<file path="src/logic/scw_pkg.sv">
// scw_pkg: shared constants and types for the synthesizer control-word path
// assumes: both ends compile this package first
package scw_pkg;
	// =========================================================
	// control word layout
	localparam int WORD_W = 32; // serial word width
	localparam int SEL_LSB = 0; // register select field low bit
	localparam int SEL_W = 3; // register select width
	localparam logic [2:0] SEL_REG0 = 3'h0;
	localparam logic [2:0] SEL_REG1 = 3'h1;
	localparam logic [2:0] SEL_REG2 = 3'h2;
	localparam logic [2:0] SEL_REG3 = 3'h3; // pattern 0,1,1
	localparam logic [2:0] SEL_REG4 = 3'h4; // pattern 1,0,0
	localparam logic [2:0] SEL_REG5 = 3'h5; // pattern 1,0,1
	// register 3 fields
	localparam int R3_CANCEL_BIT = 21;
	localparam int R3_SLIP_BIT = 18;
	localparam int R3_MODE_LSB = 15;
	localparam int R3_DIV_LSB = 3;
	localparam int DIV_W = 12;
	// register 4 fixed value: bit 23 set, plus select value 4 (bit 2) in the low bits
	localparam logic [31:0] R4_FIXED = 32'h0080_0004;
	// register 5 field
	localparam int R5_LOCK_LSB = 22;
	// register 1 / 2 fields used for frequency plan
	localparam int R1_MOD_LSB = 3;
	localparam int R2_RCNT_LSB = 14;
	localparam int R2_HALF_BIT = 24;
	localparam int R2_DBL_BIT = 25;
	localparam int RCNT_W = 10;
	// clock divider modes
	typedef enum logic [1:0] {
		SCW_CLKDIV_OFF = 2'b00,
		SCW_CLKDIV_FAST = 2'b01,
		SCW_CLKDIV_RESYNC = 2'b10,
		SCW_CLKDIV_RSVD = 2'b11
	} scw_clkdiv_e;
	// slip assist limits
	localparam logic [2:0] SLIP_MAX_CELLS = 3'h7;
	// serial timing: one serial clock per N system clocks
	localparam logic [3:0] SCLK_HALF = 4'h2;
	localparam logic [2:0] REG_LAST = 3'h5; // first register in init order
	localparam logic [5:0] BIT_LAST = 6'h1f;
endpackage
</file>
<file path="src/logic/scw_if.sv">
// scw_if: three-wire serial link between host and synthesizer
// assumes: one clock shared by both ends; testbench instantiates it
`timescale 1ns/1ps
interface scw_if;
	logic sclk; // serial clock, host driven
	logic sdata; // serial data, msb first
	logic latch_en; // rising edge loads shifted word
	modport host (output sclk, output sdata, output latch_en);
	modport device (input sclk, input sdata, input latch_en);
endinterface

</file>
<file path="src/logic/scw_device.sv">
// scw_device: shifts in control words, decodes registers, slip sequencer
// assumes: link pins asynchronous to clock; synchronised here
//
// Chosen here: the address-and-strobe port and the register addresses.
`timescale 1ns/1ps
module scw_device (
	input wire logic clock,
	input wire logic rst_b,
	scw_if.device link,
	input wire logic ref_tick, // reference edge pulse, same clock
	input wire logic slip_imminent, // slip detector pulse
	input wire logic slip_dir_up, // tuning must rise
	input wire logic past_target, // oscillator passed target
	output logic charge_cancel_en,
	output logic slip_assist_enable,
	output scw_pkg::scw_clkdiv_e clkdiv_mode,
	output logic [11:0] clkdiv_value,
	output logic [1:0] lock_pin_mode,
	output logic [31:0] reserved_fixed_word,
	output logic [11:0] denominator_setting,
	output logic pfd_tick, // comparator clock enable
	output logic pfd_level, // 50% duty comparator clock
	output logic timeout_pulse, // divider timeout event
	output logic [2:0] slip_cells, // extra cells active
	output logic slip_source // 1 source, 0 sink
);
	import scw_pkg::*;
	// =========================================================
	// pin synchronisers: three stages, second and third agree
	logic [2:0] sclk_s, sdata_s, le_s;
	logic sclk_q, le_q; // filtered levels
	always_ff @(posedge clock or negedge rst_b) begin
		if (!rst_b) begin
			sclk_s <= 3'h0;
			sdata_s <= 3'h0;
			le_s <= 3'h0;
		end else begin
			sclk_s <= {sclk_s[1:0], link.sclk};
			sdata_s <= {sdata_s[1:0], link.sdata};
			le_s <= {le_s[1:0], link.latch_en};
		end
	end
	// filtered level only moves when stages two and three agree
	always_ff @(posedge clock or negedge rst_b) begin
		if (!rst_b) begin
			sclk_q <= 1'b0;
			le_q <= 1'b0;
		end else begin
			if (sclk_s[1] == sclk_s[2]) sclk_q <= sclk_s[2];
			if (le_s[1] == le_s[2]) le_q <= le_s[2];
		end
	end
	wire sclk_rise = (sclk_s[1] == sclk_s[2]) && sclk_s[2] && !sclk_q;
	wire le_rise = (le_s[1] == le_s[2]) && le_s[2] && !le_q;
	// =========================================================
	// shift register, msb first
	logic [31:0] shift;
	always_ff @(posedge clock or negedge rst_b) begin
		if (!rst_b) shift <= 32'h0000_0000;
		else if (sclk_rise) shift <= {shift[30:0], sdata_s[2]};
	end
	// last bit and load strobe arrive together; fold that bit in first
	wire [31:0] word = sclk_rise ? {shift[30:0], sdata_s[2]} : shift;
	wire [2:0] sel = word[SEL_LSB +: SEL_W];
	// =========================================================
	// register bank loaded on latch enable
	logic [31:0] reg1, reg2;
	always_ff @(posedge clock or negedge rst_b) begin
		if (!rst_b) begin
			reg1 <= 32'h0000_0000;
			reg2 <= 32'h0000_0000;
			charge_cancel_en <= 1'b0;
			slip_assist_enable <= 1'b0;
			clkdiv_mode <= SCW_CLKDIV_OFF;
			clkdiv_value <= 12'h000;
			lock_pin_mode <= 2'h0;
			reserved_fixed_word <= 32'h0000_0000;
		end else if (le_rise) begin
			case (sel)
				SEL_REG1: reg1 <= word;
				SEL_REG2: reg2 <= word;
				SEL_REG3: begin
					charge_cancel_en <= word[R3_CANCEL_BIT];
					slip_assist_enable <= word[R3_SLIP_BIT];
					clkdiv_mode <= scw_clkdiv_e'(word[R3_MODE_LSB +: 2]);
					clkdiv_value <= word[R3_DIV_LSB +: DIV_W];
				end
				SEL_REG4: reserved_fixed_word <= word;
				SEL_REG5: lock_pin_mode <= word[R5_LOCK_LSB +: 2];
				default: ;
			endcase
		end
	end
	// modulus over full 12-bit range
	always_ff @(posedge clock or negedge rst_b) begin
		if (!rst_b) denominator_setting <= 12'h000;
		else denominator_setting <= reg1[R1_MOD_LSB +: DIV_W];
	end
	// =========================================================
	// comparator path: doubler, r counter, halving stage
	// fpfd = ref*(1+D)/(R*(1+T)); output freq follows
	// from the divider set (int+partial_step_count/mod) applied to pfd ticks
	wire dbl = reg2[R2_DBL_BIT];
	wire half = reg2[R2_HALF_BIT];
	wire [9:0] rdiv = reg2[R2_RCNT_LSB +: RCNT_W];
	logic ref_phase; // doubler: both edges counted
	logic [9:0] rcnt;
	logic r_out;
	always_ff @(posedge clock or negedge rst_b) begin
		if (!rst_b) ref_phase <= 1'b0;
		else if (ref_tick) ref_phase <= !ref_phase;
	end
	// without doubler only every second tick is active; doubler uses all
	wire ref_active = ref_tick && (dbl || ref_phase);
	always_ff @(posedge clock or negedge rst_b) begin
		if (!rst_b) begin
			rcnt <= 10'h000;
			r_out <= 1'b0;
		end else begin
			r_out <= 1'b0;
			if (ref_active) begin
				if (rcnt + 10'h001 >= rdiv || rdiv == 10'h000) begin
					rcnt <= 10'h000;
					r_out <= 1'b1;
				end else begin
					rcnt <= rcnt + 10'h001;
				end
			end
		end
	end
	// halving toggle flip-flop gives a 50% duty level
	always_ff @(posedge clock or negedge rst_b) begin
		if (!rst_b) begin
			pfd_level <= 1'b0;
			pfd_tick <= 1'b0;
		end else begin
			pfd_tick <= 1'b0;
			if (r_out) begin
				pfd_level <= !pfd_level;
				pfd_tick <= !half || pfd_level;
			end
		end
	end
	// =========================================================
	// clock divider timeout counter in pfd ticks
	logic [11:0] tcnt;
	always_ff @(posedge clock or negedge rst_b) begin
		if (!rst_b) begin
			tcnt <= 12'h000;
			timeout_pulse <= 1'b0;
		end else begin
			timeout_pulse <= 1'b0;
			if (clkdiv_mode == SCW_CLKDIV_OFF || le_rise) begin
				tcnt <= 12'h000;
			end else if (pfd_tick) begin
				if (tcnt + 12'h001 >= clkdiv_value) begin
					tcnt <= 12'h000;
					timeout_pulse <= 1'b1;
				end else begin
					tcnt <= tcnt + 12'h001;
				end
			end
		end
	end
	// =========================================================
	// slip sequencer: climb on slips, fall after passing target
	typedef enum logic [2:0] {
		SCW_SLIP_IDLE = 3'b001,
		SCW_SLIP_CLIMB = 3'b010,
		SCW_SLIP_FALL = 3'b100
	} scw_slip_e;
	scw_slip_e slip_state;
	always_ff @(posedge clock or negedge rst_b) begin
		if (!rst_b) begin
			slip_state <= SCW_SLIP_IDLE;
			slip_cells <= 3'h0;
			slip_source <= 1'b0;
		end else if (!slip_assist_enable) begin
			slip_state <= SCW_SLIP_IDLE;
			slip_cells <= 3'h0;
		end else begin
			case (slip_state)
				SCW_SLIP_IDLE: begin
					if (slip_imminent) begin
						slip_cells <= 3'h1;
						slip_source <= slip_dir_up;
						slip_state <= SCW_SLIP_CLIMB;
					end
				end
				SCW_SLIP_CLIMB: begin
					if (past_target) begin
						slip_state <= SCW_SLIP_FALL;
					end else if (slip_imminent &&
						slip_cells != SLIP_MAX_CELLS) begin
						slip_cells <= slip_cells + 3'h1;
					end
				end
				SCW_SLIP_FALL: begin
					if (pfd_tick) begin
						slip_cells <= slip_cells - 3'h1;
						if (slip_cells == 3'h1) slip_state <= SCW_SLIP_IDLE;
					end
				end
				default: slip_state <= SCW_SLIP_IDLE;
			endcase
		end
	end
endmodule

</file>
<file path="src/flat_wrapper.sv">
// flat-port wrapper written by rule: the top's interface ports become plain ports
module scw_device_flat import scw_pkg::*;
  (clock, rst_b, ref_tick, slip_imminent, slip_dir_up, past_target, charge_cancel_en, slip_assist_enable, clkdiv_mode, clkdiv_value, lock_pin_mode, reserved_fixed_word, denominator_setting, pfd_tick, pfd_level, timeout_pulse, slip_cells, slip_source, link_sclk, link_sdata, link_latch_en);
  scw_if link_i ();
  input wire logic clock;
  input wire logic rst_b;
  input wire logic ref_tick;
  input wire logic slip_imminent;
  input wire logic slip_dir_up;
  input wire logic past_target;
  output logic charge_cancel_en;
  output logic slip_assist_enable;
  output scw_pkg::scw_clkdiv_e clkdiv_mode;
  output logic [11:0] clkdiv_value;
  output logic [1:0] lock_pin_mode;
  output logic [31:0] reserved_fixed_word;
  output logic [11:0] denominator_setting;
  output logic pfd_tick;
  output logic pfd_level;
  output logic timeout_pulse;
  output logic [2:0] slip_cells;
  output logic slip_source;
  input wire logic [$bits(link_i.sclk)-1:0] link_sclk;
  input wire logic [$bits(link_i.sdata)-1:0] link_sdata;
  input wire logic [$bits(link_i.latch_en)-1:0] link_latch_en;
  assign link_i.sclk = link_sclk;
  assign link_i.sdata = link_sdata;
  assign link_i.latch_en = link_latch_en;
  scw_device u_core (.clock(clock), .rst_b(rst_b), .link(link_i), .ref_tick(ref_tick), .slip_imminent(slip_imminent), .slip_dir_up(slip_dir_up), .past_target(past_target), .charge_cancel_en(charge_cancel_en), .slip_assist_enable(slip_assist_enable), .clkdiv_mode(clkdiv_mode), .clkdiv_value(clkdiv_value), .lock_pin_mode(lock_pin_mode), .reserved_fixed_word(reserved_fixed_word), .denominator_setting(denominator_setting), .pfd_tick(pfd_tick), .pfd_level(pfd_level), .timeout_pulse(timeout_pulse), .slip_cells(slip_cells), .slip_source(slip_source));
endmodule
</file>
<file path="config.mk">
export PLATFORM = sky130hd
export DESIGN_NAME = scw_device_flat
export DESIGN_NICKNAME = d
export VERILOG_FILES = /design/src/logic/scw_pkg.sv /design/src/logic/scw_if.sv /design/src/logic/scw_device.sv /design/src/flat_wrapper.sv
export SDC_FILE = /design/constraint.sdc
export NUM_CORES = 1
export LEC_CHECK = 0
export CAP_MARGIN = 20
export CORE_ASPECT_RATIO = 0.5
export CORE_MARGIN = 2
export CORE_UTILIZATION = 55
export CTS_CLUSTER_SIZE = 12
export DETAILED_ROUTE_END_ITERATION = 10
export DONT_BUFFER_PORTS = 1
export PLACE_DENSITY = 0.74
export SLEW_MARGIN = 20
export SYNTH_ARGS = -nofsm -noshare
export SYNTH_HDL_FRONTEND = slang
export SYNTH_SLANG_ARGS = --single-unit
</file>
<file path="constraint.sdc">
create_clock -name clock -period 2.5 [get_ports clock]
set_input_delay 0.5 -clock clock [delete_from_list [all_inputs] [get_ports clock]]
set_output_delay 0.5 -clock clock [all_outputs]
set_load 0.02 [all_outputs]
</file>
==> results.md, run 1 <==
* Fin. Hold Viols at around 160
* Initial Util at approximately 56%
* Syn_nets at about 690
* MaxCap Viol Count at 0
* GRT Util Overall at 21.3%
* GPL Wtd Cong at 0.844
* Number of enable flip-flop cells after synthesis at 0
* Finished Layout Cells at 862
* Crit. End Element: flop
* Antenna violations before repair at 0
* Die Height at between 80 and 90 µm
* Synth Register Bits at 163
* CP arrival at 2.88 ns
* Minimum hold slack at -0.225 ns
* CTS Buf Count at 17
* Synth warnings at 0
* Setup TNS at -0.0833 ns
* Full die area at 13900 µm²
* Simple-Gate Fraction of Synth Area at ~14%
* Number of top-level design ports at 78
* Post-Synthesis Cells at 653
* Largest family of logic cells by synthesized area: simple AND/OR/NAND/NOR gates
* Drt first pass iters at 4
* Cell area after layout at about 8300 µm²
* Area occupied by multi-input gates at 2950 µm²
* Ratio of cells with drive above 1 in the final layout at between 20 and 25%
* CP startpoint kind: flop
* H-tree levels at 4
* Layout area overhead at 17.1%
* Drt first-iter violations at 257
* Power per cell area at 944 nW/µm²
* Post-synth ARST share at 100%
* Skew final at 0.0100 ns
* CTS Buffer Depth at 2
* Seq/Total Area, Yosys at roughly 58%
* Largest net degree at the start of global routing at 164
* Lkg Pwr at slightly above 4 nW
* Synth unique cells at 54
* Port Buf Inserts at 0
* Dpl cell area at roughly 7400 µm²
* Fin crit share at 103%
* DR WL/cell at 16.9 µm
* Skew-Pair Late Insertion Delay at 0.42 ns
* Pre-CTS WS at -0.147 ns
* Final ANT Viol Nets at 0
* Detail Placement HPWL at 9.61 mm
* Worst setup margin at -0.0780 ns
* Routed wire length at ~15 mm
* Max FO, Critical Path at 5
* # fillers at roughly 930
* Chip Width at between 150 and 200 µm
* Final Util at 65.8%
* DRC at 0
* CTS tree: built
* Worst EP required at roughly 2.8 ns
* Max-slew violation count at 0
* Synth Area in Compound Gates at 9.24%
* Least-Margin Pin Slew at 0.539 ns
* Leading cell types in the layout, fill and taps excluded: dfrtp_1 (157), nand2_1 (130), mux2_2 (40), buf_4 (35), inv_1 (34)
* Status: complete, but fails checks
* Cell Area, Synth at 7090 µm²
* Placed cells at 815
* First-pass GRT wire length at 23.0 mm
* Worst setup path startpoint: u_core.rcnt[1]
* Post-synthesis mux area share at about 7.5%
* Core ar. at 12600 µm²
* Failing checks: hold timing, setup timing
* ANT cells at 0
* Gr ovfl total at 0
* Tot Pwr at 7.84 mW
* Final setup vio count at 2
* Clk root buf: clkbuf_16
* Post-Synth Adder-Cell Area at 5.29%
* RSZ-0062 raised after global routing: yes
* Top FF cell, synth: dfrtp_1
* Peak supply drop at 0.454 mV
* Cell Rows at 29
* CTS sink cnt at 163
* Crit path kind: reg -> reg
* Hold Crit Class: in -> async
* Most common cell after layout, fill and taps aside: dfrtp_1
* NumNets Final at 718
* CTS clk-pin slew, worst paths at 0.07 ns
* Synth Area per Inst at 10.9 µm²
* Relative slew slack at 64.0%
* Via count at 4766
* R2r startpoint: u_core.rcnt[1]
* Vias per cell at 5.53
* Number of global-route vias before repair at approximately 4700
* Sequential cell area at between 4000 and 5000 µm²
* Xor and xnor area share after synthesis at 2.59%
* Max frequency at 388 MHz
* Fin crit period at around 2.6 ns
flip-flops by register name, indices dropped and copies added, names as in the netlist, 10 cells and up:
signal,count
u_core.reserved_fixed_word,32
u_core.shift,32
u_core.clkdiv_value,12
u_core.denominator_setting,12
u_core.reg1,12
u_core.reg2,12
u_core.tcnt,12
u_core.rcnt,10
cell usage after synthesis, types with 3 or more instances:
cell type / number / area share [%]
o21a_1: 3 / 0.32
nor2_1: 34 / 1.8
nand3_1: 12 / 0.85
o21ai_0: 31 / 2.2
mux2_2: 40 / 6.4
mux2_1: 3 / 0.48
nand2_1: 131 / 6.9
nand2b_1: 8 / 0.71
o22ai_1: 3 / 0.26
nor3_1: 3 / 0.21
ha_1: 30 / 5.3
inv_1: 34 / 1.8
xor2_1: 11 / 1.4
o21ai_1: 6 / 0.42
clkbuf_1: 18 / 0.95
a31oi_1: 8 / 0.71
nand4_1: 3 / 0.26
a21oi_1: 23 / 1.6
a32o_1: 9 / 1.3
nor4_1: 3 / 0.26
nand4b_1: 3 / 0.37
nand3b_1: 4 / 0.42
buf_4: 4 / 0.42
buf_2: 8 / 0.56
dfrtp_1: 162 / 57
nor3b_1: 3 / 0.32
nor2b_1: 6 / 0.53
o211ai_1: 3 / 0.32
mux2i_1: 5 / 0.71
xnor2_1: 10 / 1.2
cell type report:
type	count	area share (%)
Clock buffer	19	5.33
Clock inverter	13	2.08
Inverter	35	1.58
Multi-Input combinational cell	424	35.5
Sequential cell	163	49.2
Tap cell	170	2.56
Timing Repair Buffer	38	3.78
layer usage:
layer	global-route usage (%)	up-vias	part of all wire, %
li1	-	2269	-
met1	28.4	2375	45
met2	34.2	104	47
met3	6.47	18	6.4
met4	5.77	0	1.2
met5	0	-	0
kinds of logic (layout without fill, tap and decap cells):
family	after synthesis	count (layout)
simple gates	222	222
flops	163	163
compound gates	103	103
buf+inv	66	105
mux	48	48
fa+ha+maj	30	30
xor+xnor	21	21
repair_timing:
action	4_1_cts	5_1_grt
pin swaps	3	11
endpoints found under the hold margin	163	162
buffers inserted	4	11
resized for setup	13	38
endpoints found under the setup margin	10	24
power breakdown:
part           total, mW  switching [mW]  internal (mW)
logic               1.55           0.797          0.751
clock network       2.71            1.09           1.62
registers           3.58           0.577           3.00
critical path, cell delays in order (launching register included):
cell	delay [ns]
dfrtp_1	0.43
ha_4	0.18
nand3_4	0.09
or3_4	0.35
xnor2_2	0.15
ha_2	0.18
a211o_1	0.27
o211ai_1	0.15
nand2_1	0.11
a21o_1	0.24
o311ai_2	0.33
final timing paths:
kind	to	slack, ns	depth (start not counted)
setup / recovery	u_core.rcnt[2]	-0.08	10
hold / removal	u_core.sdata_s[0]	-0.23	0
setup reg to reg	u_core.rcnt[2]	-0.08	10
hold reg to reg	u_core.le_s[1]	0.35	0
max in group asynchronous	u_core.slip_state[0]	2.37	0
min in group clock	u_core.sclk_s[0]	0.11	0
Power figures use the tool's default switching activity.
==> inputs of run 2 (changes only) <==
ABC_AREA = 1   (was default)
==> results.md, run 2 <==
* Status: complete, but fails checks
* Failing checks: hold timing
* Post-synth ARST share at 100% (unchanged)
* Fin crit period at 2.31 ns (-0.269 ns)
* Sequential cell area at 4080 µm² (about the same)
* Crit-path cells: nand2_1 -> nor2_4 -> nand2_1 -> nor2_1 -> nand2_1 -> and2_1 -> ha_1 -> nand2_1 -> nor2_4 -> nand4_1 -> inv_1 -> nand2_2 -> nand2_2 -> o21ai_0
* Full die area at 14100 µm² (+1.4%)
* Final Util at 63.7% (-2.0 points)
* Lkg Pwr at 4.29 nW (+6.4%)
* Seq/Total Area, Yosys at 56.7% (-0.84 points)
* Fin crit share at 92.4% (-11 points)
* Comb pwr share at 8.8% (-11 points)
* Peak supply drop at 0.433 mV (-4.7%)
* Switching power at 1.73 mW (-30%)
* Worst EP required at 2.81 ns (about the same)
* Switch share at 27.7% (-3.8 points)
* MaxCap Viol Count at 0 (unchanged)
* Dpl cell area at 7410 µm² (+0.70%)
* Post-Synthesis Cells at 783 (+20%)
* Skew final at 0.0103 ns (+0.000255 ns)
* Ratio of cells with drive above 1 in the final layout at 12.6% (-9.4 points)
* Synth unique cells at 34 (-37%)
* Synth warnings at 0 (unchanged)
* Port Buf Inserts at 0 (unchanged)
* Delay-heaviest family, CP: simple AND/OR/NAND/NOR gates
* Fin. Hold Viols at 162 (unchanged)
* CTS tree: built
* Vias per cell at 5.21 (-5.7%)
* Power per cell area at 769 nW/µm² (-18%)
* Worst setup margin at 0.191 ns (+0.269 ns)
* GRT Util Overall at 21.8% (+0.57 points)
* Layout area overhead at 12.8%
* Syn_nets at 822 (+19%)
* Leading cell types in the layout, fill and taps excluded: nand2_1 (274), dfrtp_1 (160), inv_1 (79), o21ai_0 (56), nor2_1 (32)
* CP arrival at 2.62 ns (-0.26 ns)
* Max incr delay on CP at 0.40 ns (-0.03 ns)
* CTS clk-pin slew, worst paths at 0.07 ns (about the same)
* CTS Buf Count at 17 (unchanged)
* Clock power frac at 42.0% (+7.4 points)
* Final setup vio count at 0 (-2)
* WP buf/inv at 1 (+1)
* CTS sink cnt at 163 (unchanged)
* H-tree levels at 4 (unchanged)
* Top cells by area, synth: dfrtp_1 (56%), nand2_1 (14%), ha_1 (5.2%)
* # fillers at 968 (+3.8%)
* Drt first-iter violations at 340 (+32%)
* Most Frequent Cell on Critical Path: nand2_1
* Gr ovfl total at 0 (unchanged)
* Cell Area, Synth at 7200 µm² (+1.5%)
* Top FF cell, synth: dfrtp_1
* NumNets Final at 837 (+17%)
* Via count at 5114 (+7.3%)
* Relative slew slack at 68.5% (+4.5 points)
* Synth Register Bits at 163 (unchanged)
* Most common cell after layout, fill and taps aside: nand2_1
* DRC at 0 (unchanged)
* Antenna violations before repair at 0 (unchanged)
* Core ar. at 12700 µm² (+0.86%)
* Chip Width at 166 µm (+0.72%)
* Max-slew violation count at 0 (unchanged)
* Most common cell in the netlist: nand2_1
* Skew-Pair Late Insertion Delay at 0.42 ns (about the same)
* Detail Placement HPWL at 9.66 mm (+0.48%)
* Pre-CTS WS at -0.0698 ns (+0.0768 ns)
* Cell area after layout at 8120 µm² (-2.3%)
* Area occupied by multi-input gates at 2780 µm² (-5.6%)
* Crit. End Element: flop
* Post-synth top cells: nand2_1 (276), dfrtp_1 (162), inv_1 (79)
* Clk root buf: clkbuf_16
* Die Height at 84.9 µm (+0.71%)
* Number of top-level design ports at 78 (unchanged)
* Internal at 4.52 mW (-16%)
* Initial Util at 56.5% (+0.35 points)
* Sequential share of power at 49.2% (+3.6 points)
* Post-synth top area cell: dfrtp_1
* GPL Wtd Cong at 0.831 (-1.6%)
* Final ANT Viol Nets at 0 (unchanged)
* First-pass GRT wire length at 24.5 mm (+6.2%)
* Critical-path top delay cell: dfrtp_1
* Number of enable flip-flop cells after synthesis at 0 (unchanged)
* Regs by FF count: u_core.reserved_fixed_word x32, u_core.shift x32
* Max FO, Critical Path at 6 (+1)
* Max frequency at 433 MHz (+12%)
* Synth top area share at 56.3% (-0.83 points)
* Synth Area per Inst at 9.19 µm² (-15%)
* CTS Buffer Depth at 2 (unchanged)
* Drt first pass iters at 4 (unchanged)
* CP startpoint kind: flop
* ANT cells at 0 (unchanged)
* Largest net degree at the start of global routing at 164 (unchanged)
* Minimum hold slack at -0.226 ns (-0.00144 ns)
* Cell Rows at 29 (unchanged)
* Hold Crit Class: in -> async
* DR WL/cell at 14.8 µm (-12%)
* Least-Margin Pin Slew at 0.468 ns (-0.0708 ns)
* Crit path kind: reg -> reg
* Routed wire length at 14.5 mm (-0.12%)
* Number of global-route vias before repair at 5010 (+7.5%)
run 2: cell types whose count changed after synthesis, sizes merged, moves of 8 or more:
cell / previous run / this run
inv: 35 / 82
o21ai: 37 / 65
nand3: 12 / 31
nand2b: 8 / 0
a21oi: 24 / 16
a32o: 9 / 0
a31oi: 8 / 0
nand2: 131 / 279
mux2: 43 / 25
clkbuf: 19 / 7
run 2: layer usage:
metal / vias up / track usage, % / part of all wire, % / routed length, µm
met5: - / 0 / 0 / 0
met2: 108 / 35.0 / 47 / 6830
met3: 19 / 5.64 / 4.5 / 654
met1: 2485 / 29.7 / 47 / 6860
li1: 2502 / - / - / -
met4: 0 / 7.04 / 1.2 / 180
run 2: worst paths after layout:
kind                       slack, ns              start                              to  cells after the start
min in group clock              0.10      link_latch_en                  u_core.le_s[0]                      0
setup / recovery                0.19     u_core.tcnt[4]                 u_core.tcnt[11]                     14
setup reg to reg                0.19     u_core.tcnt[4]                 u_core.tcnt[11]                     14
hold / removal                 -0.23              rst_b  u_core.reserved_fixed_word[28]                      0
hold reg to reg                 0.35  u_core.sdata_s[0]               u_core.sdata_s[1]                      0
max in group asynchronous       2.44              rst_b            u_core.slip_state[0]                      0
run 2: kinds of logic (layout without fill, tap and decap cells):
kind of cell | count (synthesis) | after routing | share of synthesized area [%]
XOR/XNOR | 14 | 14 | 1.70
AND/OR/NAND/NOR | 365 | 367 | 20.5
adder cells (fa/ha/maj) | 30 | 30 | 5.21
AO/OA/AOI/OAI | 83 | 83 | 6.05
flip-flops | 163 | 163 | 56.7
buffers and inverters | 103 | 129 | 5.93
multiplexers | 25 | 25 | 3.91
run 2: layout make-up:
cell class / count / area share [%]
well taps: 170 / 2.62
flip-flops and latches: 163 / 50.3
clock buffers: 21 / 5.92
inverters: 82 / 3.79
multi-input cells: 519 / 34.3
repair buffers: 15 / 1.70
clock inverters: 11 / 1.42
run 2: what timing repair did:
action / 4_1_cts / 5_1_grt
setup endpoints to repair: 23 / 23
cloned: 0 / 2
pin swaps: 0 / 2
hold endpoints to repair: 163 / 163
gates resized for setup: 2 / 22
buffers inserted: 0 / 2
run 2: power by group through the flow:
stage | Clock [mW] | Combinational, mW | Sequential, mW
final | 2.62 | 0.553 | 3.07
after detailed placement | 0 | 0.498 | 3.12
after floorplan | 0 | 0.381 | 3.08
after global routing | 2.77 | 0.623 | 3.10
after global placement | 0 | 0.489 | 3.11
after CTS | 2.66 | 0.509 | 3.07
run 2: through the flow:
| stage | setup TNS, ns | instances | total power, mW |
|---|---|---|---|
| 2_1_floorplan | 0 | 783 | 3.46 |
| 3_3_place_gp | 0 | 945 | 3.60 |
| 3_5_place_dp | -0.815 | 945 | 3.62 |
| 4_1_cts | 0 | 977 | 6.24 |
| 5_1_grt | -0.185 | 981 | 6.48 |
| 6_report | 0 | 981 | 6.24 |
